==> config.mk <==
export PLATFORM = sky130hd
export DESIGN_NAME = scc_top
export DESIGN_NICKNAME = d
export VERILOG_FILES = /design/src/rtl/scc_pkg.sv /design/src/rtl/scc_top.sv
export SDC_FILE = /design/constraint.sdc
export NUM_CORES = 1
export LEC_CHECK = 0
export ABC_CLOCK_PERIOD_IN_PS = 1790
export BUFFER_PORTS_ARGS = -buffer_cell sky130_fd_sc_hd__buf_2
export CAP_MARGIN = 20
export CORE_MARGIN = 1.5
export CORE_UTILIZATION = 40
export DETAILED_ROUTE_END_ITERATION = 10
export GPL_TIMING_DRIVEN = 0
export PLACE_DENSITY_LB_ADDON = 0.2
export SYNTH_ARGS = -nofsm -noshare
export SYNTH_HDL_FRONTEND = slang
export SYNTH_SLANG_ARGS = --single-unit
==> constraint.sdc <==
create_clock -name aclk -period 1.79 [get_ports aclk]
set_input_delay 0.179 -clock aclk [delete_from_list [all_inputs] [get_ports aclk]]
set_output_delay 0.179 -clock aclk [all_outputs]
set_load 0.05 [all_outputs]
==> src/rtl/scc_pkg.sv <==
// Constants for the system clock control block.
package scc_pkg;
	// Register index as printed; the byte address is four times it.
	localparam logic [7:0] SCC_CTRL_IDX = 8'h0e;
	localparam logic [7:0] SCC_CTRL_ADDR = 8'h38;
	localparam logic [7:0] SCC_OSC_ADDR = 8'h3c;
	localparam logic [7:0] SCC_STAT_ADDR = 8'h40;
	// Control register fields.
	localparam int SCC_XT_BIT = 7;
	localparam int SCC_RSV_BIT = 6;
	localparam int SCC_RC_BIT = 5;
	localparam int SCC_STOP_BIT = 4;
	localparam int SCC_SWB_BIT = 3;
	localparam int SCC_POWER_MANAGE_ENABLE_BIT = 2;
	localparam int SCC_CD_HI = 1;
	localparam int SCC_CD_LO = 0;
	localparam logic [4:0] SCC_LOW_RESET = 5'h01;
	localparam logic [1:0] SCC_CD_DIV1 = 2'h0;
	// Oscillator register fields and power-on values.
	localparam int SCC_XON_BIT = 0;
	localparam int SCC_RCE_BIT = 1;
	localparam logic SCC_XON_RESET = 1'b0;
	localparam logic SCC_RCE_RESET = 1'b1;
	// Status register fields.
	localparam int SCC_RDY_BIT = 0;
	localparam int SCC_FAIL_BIT = 1;
	// Divider limits, one less than oscillator cycles per system clock.
	localparam logic [7:0] SCC_PM_LIMIT = 8'hff;
	localparam logic [7:0] SCC_BASE_LIMIT = 8'h01;
	// Bus responses.
	localparam logic [1:0] SCC_RESP_OKAY = 2'h0;
	localparam logic [1:0] SCC_RESP_SLVERR = 2'h2;
endpackage

==> src/rtl/scc_top.sv <==
// System clock control register, source swap, divider, stop and switchback.
//
// The AXI4-Lite slave port was left to the implementer.
`timescale 1ns/1ps
module scc_top #(
	parameter int ADDR_W = 8
) (
	input wire logic aclk,
	input wire logic aresetn,
	input wire logic por_n,
	input wire logic [ADDR_W-1:0] s_axi_awaddr,
	input wire logic s_axi_awvalid,
	output logic s_axi_awready,
	input wire logic [31:0] s_axi_wdata,
	input wire logic [3:0] s_axi_wstrb,
	input wire logic s_axi_wvalid,
	output logic s_axi_wready,
	output logic [1:0] s_axi_bresp,
	output logic s_axi_bvalid,
	input wire logic s_axi_bready,
	input wire logic [ADDR_W-1:0] s_axi_araddr,
	input wire logic s_axi_arvalid,
	output logic s_axi_arready,
	output logic [31:0] s_axi_rdata,
	output logic [1:0] s_axi_rresp,
	output logic s_axi_rvalid,
	input wire logic s_axi_rready,
	input wire logic crystal_warm,
	input wire logic ext_int_event,
	input wire logic ext_int_enable,
	input wire logic uart_rx,
	input wire logic [1:0] uart_mode,
	input wire logic uart_rx_enable,
	input wire logic uart_tx_buffer_wr,
	input wire logic uart_tx_enable,
	input wire logic spi_data_buffer_wr,
	input wire logic spi_master_indicator,
	input wire logic spi_tx_enable,
	input wire logic spi_slave_select_n,
	input wire logic can_rx_input,
	input wire logic can_int_enable,
	input wire logic debug_entry,
	output logic sys_clk_pulse,
	output logic crystal_source,
	output logic stop_mode,
	output logic rc_osc_run,
	output logic crystal_osc_run
);

	// Divider limit from the control fields.
	function automatic logic [7:0] div_limit(input logic pm, input logic [1:0] cd);
		logic [7:0] lim;
		lim = 8'h00;
		if (pm)
		begin
			lim = scc_pkg::SCC_PM_LIMIT;
		end
		else
		begin
			unique case (cd)
				2'h0: lim = 8'h00;
				2'h1: lim = scc_pkg::SCC_BASE_LIMIT;
				2'h2: lim = 8'h03;
				2'h3: lim = 8'h07;
			endcase
		end
		return lim;
	endfunction

	logic rst;
	logic por;
	logic xt_r;
	logic src_xtal_r;
	logic stop_r;
	logic swb_r;
	logic power_manage_enable_r;
	logic [1:0] cd_r;
	logic xon_r;
	logic rce_r;
	logic fail_r;
	logic sb_hold_r;
	logic uart_rx_r;
	logic can_rx_r;
	logic [7:0] cnt_r;
	logic [7:0] lim_r;
	logic pulse_r;
	logic aw_hold_r;
	logic w_hold_r;
	logic [ADDR_W-1:0] awaddr_r;
	logic [31:0] wdata_r;
	logic [3:0] wstrb_r;
	logic bvalid_r;
	logic [1:0] bresp_r;
	logic rvalid_r;
	logic [1:0] rresp_r;
	logic [31:0] rdata_r;
	logic wr_fire;
	logic wr_ctrl;
	logic wr_osc;
	logic wr_stat;
	logic wr_map;
	logic rd_fire;
	logic crystal_ready;
	logic tick;
	logic wake;
	logic sb_event;
	logic sb_active;
	logic sb_take;
	logic xtal_fail;
	logic [7:0] ctrl_view;

	// Power-on reset also acts as an ordinary reset.
	assign por = !por_n;
	assign rst = !aresetn || por;

	// The crystal counts as ready only while it is enabled and warm.
	assign crystal_ready = xon_r && crystal_warm;

	// One divider boundary; select-driven swaps and ratio loads happen only here.
	assign tick = (cnt_r == lim_r);

	// Enabled external interrupt both wakes from stop and triggers switchback.
	assign wake = ext_int_event && ext_int_enable;

	// Edge and write style sources that fire once.
	assign sb_event = wake
		|| (uart_rx_r && !uart_rx && uart_mode != 2'h0 && uart_rx_enable)
		|| (uart_tx_buffer_wr && uart_tx_enable)
		|| (spi_data_buffer_wr && spi_master_indicator && spi_tx_enable)
		|| (can_rx_r != can_rx_input && can_int_enable)
		|| debug_entry;

	// Level source plus the one-shot sources of this cycle.
	assign sb_active = sb_event || (!spi_master_indicator && !spi_slave_select_n);

	// Switchback only acts when both enables are set.
	assign sb_take = swb_r && power_manage_enable_r && sb_active;

	// Loss of a crystal that was running as the system clock.
	// Stop halts the crystal on purpose, so that loss must not count as a failure.
	assign xtal_fail = src_xtal_r && !crystal_ready && !stop_r;

	// Register view; bit 6 is constant zero and bit 5 is the inverse of the source.
	assign ctrl_view = {xt_r, 1'b0, !src_xtal_r, stop_r, swb_r, power_manage_enable_r, cd_r};

	// Bus write commits once address and data are both held.
	assign wr_fire = aw_hold_r && w_hold_r && !bvalid_r;
	assign wr_ctrl = wr_fire && awaddr_r[7:0] == scc_pkg::SCC_CTRL_ADDR && wstrb_r[0];
	assign wr_osc = wr_fire && awaddr_r[7:0] == scc_pkg::SCC_OSC_ADDR && wstrb_r[0];
	assign wr_stat = wr_fire && awaddr_r[7:0] == scc_pkg::SCC_STAT_ADDR && wstrb_r[0];
	assign wr_map = awaddr_r[7:0] == scc_pkg::SCC_CTRL_ADDR
		|| awaddr_r[7:0] == scc_pkg::SCC_OSC_ADDR
		|| awaddr_r[7:0] == scc_pkg::SCC_STAT_ADDR;
	assign rd_fire = s_axi_arvalid && !rvalid_r;

	// Handshake outputs come straight from hold state.
	assign s_axi_awready = !aw_hold_r && !bvalid_r;
	assign s_axi_wready = !w_hold_r && !bvalid_r;
	assign s_axi_arready = !rvalid_r;
	assign s_axi_bvalid = bvalid_r;
	assign s_axi_bresp = bresp_r;
	assign s_axi_rvalid = rvalid_r;
	assign s_axi_rresp = rresp_r;
	assign s_axi_rdata = rdata_r;

	// Outputs toward the clock tree and oscillators.
	assign sys_clk_pulse = pulse_r;
	assign crystal_source = src_xtal_r;
	assign stop_mode = stop_r;
	assign rc_osc_run = rce_r && !stop_r;
	assign crystal_osc_run = xon_r && !stop_r;

	// Write address and data are captured independently, in either order.
	always_ff @(posedge aclk)
	begin
		if (rst)
		begin
			aw_hold_r <= 1'b0;
			w_hold_r <= 1'b0;
			awaddr_r <= '0;
			wdata_r <= 32'h0000_0000;
			wstrb_r <= 4'h0;
		end
		else if (wr_fire)
		begin
			aw_hold_r <= 1'b0;
			w_hold_r <= 1'b0;
		end
		else
		begin
			if (s_axi_awvalid && s_axi_awready)
			begin
				aw_hold_r <= 1'b1;
				awaddr_r <= s_axi_awaddr;
			end
			if (s_axi_wvalid && s_axi_wready)
			begin
				w_hold_r <= 1'b1;
				wdata_r <= s_axi_wdata;
				wstrb_r <= s_axi_wstrb;
			end
		end
	end

	// Write response; unmapped addresses answer with a slave error.
	always_ff @(posedge aclk)
	begin
		if (rst)
		begin
			bvalid_r <= 1'b0;
			bresp_r <= scc_pkg::SCC_RESP_OKAY;
		end
		else if (wr_fire)
		begin
			bvalid_r <= 1'b1;
			bresp_r <= wr_map ? scc_pkg::SCC_RESP_OKAY : scc_pkg::SCC_RESP_SLVERR;
		end
		else if (s_axi_bready)
		begin
			bvalid_r <= 1'b0;
		end
	end

	// Read path; data is latched at the address handshake.
	always_ff @(posedge aclk)
	begin
		if (rst)
		begin
			rvalid_r <= 1'b0;
			rresp_r <= scc_pkg::SCC_RESP_OKAY;
			rdata_r <= 32'h0000_0000;
		end
		else if (rd_fire)
		begin
			rvalid_r <= 1'b1;
			rresp_r <= scc_pkg::SCC_RESP_OKAY;
			rdata_r <= 32'h0000_0000;
			unique case (s_axi_araddr[7:0])
				scc_pkg::SCC_CTRL_ADDR: rdata_r[7:0] <= ctrl_view;
				scc_pkg::SCC_OSC_ADDR: rdata_r[1:0] <= {rce_r, xon_r};
				scc_pkg::SCC_STAT_ADDR: rdata_r[1:0] <= {fail_r, crystal_ready};
				default: rresp_r <= scc_pkg::SCC_RESP_SLVERR;
			endcase
		end
		else if (s_axi_rready)
		begin
			rvalid_r <= 1'b0;
		end
	end

	// Crystal select survives every reset except power-on.
	always_ff @(posedge aclk)
	begin
		if (por)
		begin
			xt_r <= 1'b0;
		end
		else if (xtal_fail)
		begin
			xt_r <= 1'b0;
		end
		else if (wr_ctrl && !wdata_r[scc_pkg::SCC_STOP_BIT])
		begin
			xt_r <= wdata_r[scc_pkg::SCC_XT_BIT];
		end
	end

	// Source follows the select at a boundary, gated by crystal readiness toward the crystal and by the RC enable toward RC.
	always_ff @(posedge aclk)
	begin
		if (por)
		begin
			src_xtal_r <= 1'b0;
		end
		else if (xtal_fail)
		begin
			src_xtal_r <= 1'b0;
		end
		else if (stop_r)
		begin
			// Resume runs from the RC oscillator while the crystal warms again.
			src_xtal_r <= 1'b0;
		end
		else if (tick && !stop_r)
		begin
			if (xt_r && crystal_ready)
			begin
				src_xtal_r <= 1'b1;
			end
			else if (!xt_r && rce_r)
			begin
				src_xtal_r <= 1'b0;
			end
		end
	end

	// Oscillator enables keep their values except on power-on reset.
	always_ff @(posedge aclk)
	begin
		if (por)
		begin
			xon_r <= scc_pkg::SCC_XON_RESET;
			rce_r <= scc_pkg::SCC_RCE_RESET;
		end
		else
		begin
			if (wr_osc)
			begin
				xon_r <= wdata_r[scc_pkg::SCC_XON_BIT];
				rce_r <= wdata_r[scc_pkg::SCC_RCE_BIT];
			end
			if (xtal_fail)
			begin
				rce_r <= 1'b1;
			end
		end
	end

	// Failure flag is sticky; a new failure wins over a same-cycle clear.
	always_ff @(posedge aclk)
	begin
		if (por)
		begin
			fail_r <= 1'b0;
		end
		else if (xtal_fail)
		begin
			fail_r <= 1'b1;
		end
		else if (wr_stat && wdata_r[scc_pkg::SCC_FAIL_BIT])
		begin
			fail_r <= 1'b0;
		end
	end

	// Low five control bits; switchback outranks a software write.
	always_ff @(posedge aclk)
	begin
		if (rst)
		begin
			{stop_r, swb_r, power_manage_enable_r, cd_r} <= scc_pkg::SCC_LOW_RESET;
		end
		else
		begin
			if (wake)
			begin
				stop_r <= 1'b0;
			end
			else if (wr_ctrl && wdata_r[scc_pkg::SCC_STOP_BIT])
			begin
				stop_r <= 1'b1;
			end
			if (sb_take)
			begin
				power_manage_enable_r <= 1'b0;
				cd_r <= scc_pkg::SCC_CD_DIV1;
			end
			else if (wr_ctrl && !wdata_r[scc_pkg::SCC_STOP_BIT])
			begin
				// A stop write leaves these fields as they are.
				swb_r <= wdata_r[scc_pkg::SCC_SWB_BIT];
				cd_r <= wdata_r[scc_pkg::SCC_CD_HI:scc_pkg::SCC_CD_LO];
				if (!(wdata_r[scc_pkg::SCC_POWER_MANAGE_ENABLE_BIT] && sb_hold_r && sb_active))
				begin
					power_manage_enable_r <= wdata_r[scc_pkg::SCC_POWER_MANAGE_ENABLE_BIT];
				end
			end
		end
	end

	// Remember a switchback until its sources have gone quiet.
	always_ff @(posedge aclk)
	begin
		if (rst)
		begin
			sb_hold_r <= 1'b0;
		end
		else if (sb_take)
		begin
			sb_hold_r <= 1'b1;
		end
		else if (!sb_active)
		begin
			sb_hold_r <= 1'b0;
		end
	end

	// Previous levels for edge detection on receive lines.
	always_ff @(posedge aclk)
	begin
		if (rst)
		begin
			uart_rx_r <= 1'b1;
			can_rx_r <= 1'b1;
		end
		else
		begin
			uart_rx_r <= uart_rx;
			can_rx_r <= can_rx_input;
		end
	end

	// Divider; a new ratio is picked up only at a boundary so no pulse is cut.
	always_ff @(posedge aclk)
	begin
		if (rst)
		begin
			cnt_r <= 8'h00;
			lim_r <= scc_pkg::SCC_BASE_LIMIT;
			pulse_r <= 1'b0;
		end
		else if (stop_r)
		begin
			cnt_r <= 8'h00;
			pulse_r <= 1'b0;
		end
		else if (tick)
		begin
			cnt_r <= 8'h00;
			lim_r <= div_limit(power_manage_enable_r, cd_r);
			pulse_r <= 1'b1;
		end
		else
		begin
			cnt_r <= cnt_r + 8'h01;
			pulse_r <= 1'b0;
		end
	end

endmodule // scc_top

==> summary.txt <==
Run status
  • Status: complete, no violations

Floorplanning
  • Die area: 0.00685 mm2
  • Core area: 0.00603 mm2
  • Initial Util: 42.2%
  • # IOs: 122
  • Core Rows: 28
  • Die H: 82.7 um
  • DIE WIDTH: 82.7 um

Global route
  • Vias in the first global route: 2036
  • GRT Total Usage: 17.1%
  • Largest net degree at the start of global routing: 17
  • Grt total ovfl: 0
  • Initial antenna violation count: 0
  • First-pass GRT wire length: 8.91 mm

Synth
  • Post-synthesis async set-or-reset flop share: 0%
  • Post-synth top area share: 42.5%
  • Area contributors post-synth: dfxtp_1, buf_4, nand2_1, a21oi_1, nor2_1
  • Cell count after synthesis: 297
  • Yosys cell types: 52
  • Post-synth EDFFs: 0
  • Syn Area/Cell: 8.56 um2
  • Cell taking the most area after synthesis: dfxtp_1
  • Main synth FF type: dfxtp_1
  • YS warnings: 0
  • Mapped cell area: 0.00254 mm2
  • Flops & latches, synth: 54
  • Post-synthesis sequential area ratio: 42.5%

Worst hold path
  • Hold-critical path endpoint: uart_rx_r
  • Hold path startpoint: uart_rx
  • Hold Path Class: in2reg
  • Hold depth: 3

Drt
  • M1 wire length: 2.49 mm
  • Antenna Violating Nets Remaining: 0
  • Iter 0 DRT Violations: 94
  • Router iterations before antenna repair: 4
  • Total wire length: 5.56 mm
  • Met2 wire length: 2.56 mm
  • Via count: 2309
  • Max Used Layer: met4
  • Met3 wire length: 401 um
  • Post-route DRC violation count: 0
  • Avg WL per Cell: 11.7 um
  • Via density: 4.85

Final layout
  • Final #Nets: 477
  • Post-Route Utilization: 53.7%
  • Final Non-Filler Cells: 476
  • Share of layout cells above drive strength 1: 29.9%
  • Most frequent cells in the layout: buf_2, dfxtp_1, nand2_1
  • Commonest non-fill, non-tap cell in the layout: buf_2
  • P&R area growth vs syn: 27.2%
  • FF/Latch Area: 0.00108 mm2
  • Ant. Diodes: 0
  • Final instance area: 0.00323 mm2
  • Multi-input gate area: 0.00130 mm2
  • # fillers: 576

Timing
  • Final period util: 95.7%
  • Final hold violations: 0
  • Worst setup margin: 0.0776 ns
  • Slew HR: 49.3%
  • Clock skew: 0.00872 ns
  • RSZ-0062 raised after global routing: false
  • Final setup fails: 0
  • Least-Margin Pin Slew: 0.753 ns
  • Crit path time final: 1.71 ns
  • WHS: 0.0539 ns
  • Setup_tns: 0 ns
  • Max Freq: 0.584 GHz
  • Slew Limit Fails: 0

Critical path
  • Reg2Reg Launch Point: awaddr_r[2]
  • Critical path peak fanout: 3
  • FF-to-FF End: swb_r
  • Cells on worst reg2reg path: 4
  • WP data arrival: 1.93 ns
  • Crit start category: flop
  • Worst endpoint required time: 2.00 ns
  • WS Path Type: reg2reg
  • Reg2Reg Setup Slack: 0.08 ns
  • Worst setup EP type: flop
  • Worst Setup SP: awaddr_r[2]

Pwr
  • Maximum vdd drop: 0.000382 V
  • Sw power: 674 uW
  • P_int: 1.77 mW
  • Clock power share: 33.3%
  • Pwr Total: 2.45 mW
  • LEAKAGE: 1.39 nW
  • Switching Fraction: 27.6%
  • Comb pwr share: 15.9%
  • Cell Pwr Density: 756 mW/mm2
  • Sequential power share: 50.8%

Flow run
  • Max_cap viols: 0

Placement
  • Cells after DPL: 463
  • Hpwl dp: 4.32 mm
  • Gpl congestion: 0.774
  • Post-placement setup slack: -0.0973 ns
  • PortBufs: 65
  • Area after DPL: 0.00307 mm2

Clock tree
  • CTS sink cnt: 54
  • Worst-path clk slew: 0.10 ns
  • Clock latency on the worst-skew pair: 0.31 ns
  • Num CTS Buffers: 5
  • CTS root buffer: clkbuf_8
  • CTS tree: done
  • H-tree lvl count: 2
  • Max Root-Sink Buffers: 2
==> what timing repair did <==
action,CTS,global route
pin swaps,2,2
setup endpoints to repair,1,15
gates resized for setup,3,3
hold buffers,0,0
buffers inserted,5,0
==> worst max-delay path, cell delays in order (launching register included) <==
cell and delay (ns):
dfxtp_2 0.33, or4_4 0.55, nor4_4 0.24, mux2_4 0.33
o21a_1 0.17
==> cell families (layout without fill, tap and decap cells) <==
logic type | Yosys count | after routing | synth area share [%]
AND/OR/NAND/NOR | 112 | 112 | 22.8
other | 1 | 27 | 0.147
buffers and inverters | 48 | 126 | 11.1
AO/OA/AOI/OAI | 62 | 62 | 15.8
multiplexers | 8 | 8 | 3.34
flip-flops | 54 | 54 | 42.5
adder cells (fa/ha/maj) | 1 | 1 | 0.492
XOR/XNOR | 11 | 11 | 3.79
==> area by class of cell <==
| type | instances | area share (%) |
|---|---|---|
| Multi-Input combinational cell | 221 | 40.2 |
| Sequential cell | 54 | 33.5 |
| Timing Repair Buffer | 70 | 11.2 |
| Buffer | 37 | 7.43 |
| Tap cell | 75 | 2.90 |
| Clock buffer | 6 | 2.24 |
| Inverter | 11 | 1.28 |
| Clock inverter | 2 | 1.16 |
==> worst max path at each step <==
stage	end	slack (ns)	depth (start not counted)
2_1_floorplan	swb_r	-0.02	4
3_3_place_gp	swb_r	-0.07	4
3_5_place_dp	swb_r	-0.1	4
4_1_cts	swb_r	-0.007	4
5_1_grt	cnt_r[3]	0.004	4
6_report	swb_r	0.08	4
==> power by group through the flow <==
stage	sequential, mW	clock [mW]	combinational (mW)
after detailed placement	1.27	0	0.380
after CTS	1.24	0.834	0.387
after global placement	1.27	0	0.376
after floorplan	1.28	0	0.283
after global routing	1.25	0.867	0.425
final	1.24	0.815	0.389
==> synthesized netlist by cell type (2+ instances only) <==
library cell and instances:
xor2_1 3, nand4b_1 2, inv_1 11, nor2b_1 3, nand4_1 3, and4_1 2
and3_1 2, a21oi_1 25, dfxtp_1 54, clkbuf_1 9, xnor2_1 8, mux2i_1 7
nor2_1 22, nand2b_1 5, a211oi_1 3, nor4_1 3, or3_1 2, a31oi_1 6
o21ai_0 6, nand2_1 42, nand3_1 6, a221oi_1 2, or4b_1 2, nor3_1 9
buf_4 27, and2_1 2, a22oi_1 6
==> metal layers <==
metal | GRT usage [%] | up-vias
li1 | - | 1186
met1 | 21.7 | 1026
met2 | 27.8 | 84
met3 | 3.63 | 13
met4 | 7.33 | 0
met5 | 0 | -
==> registers in the layout (all words and copies together), names as in the netlist, 2 cells and up <==
signal	cells
lim_r	4
cd_r	2
s_axi_rdata	7
cnt_r	8
awaddr_r	8
wdata_r	6
Power figures use the tool's default switching activity.
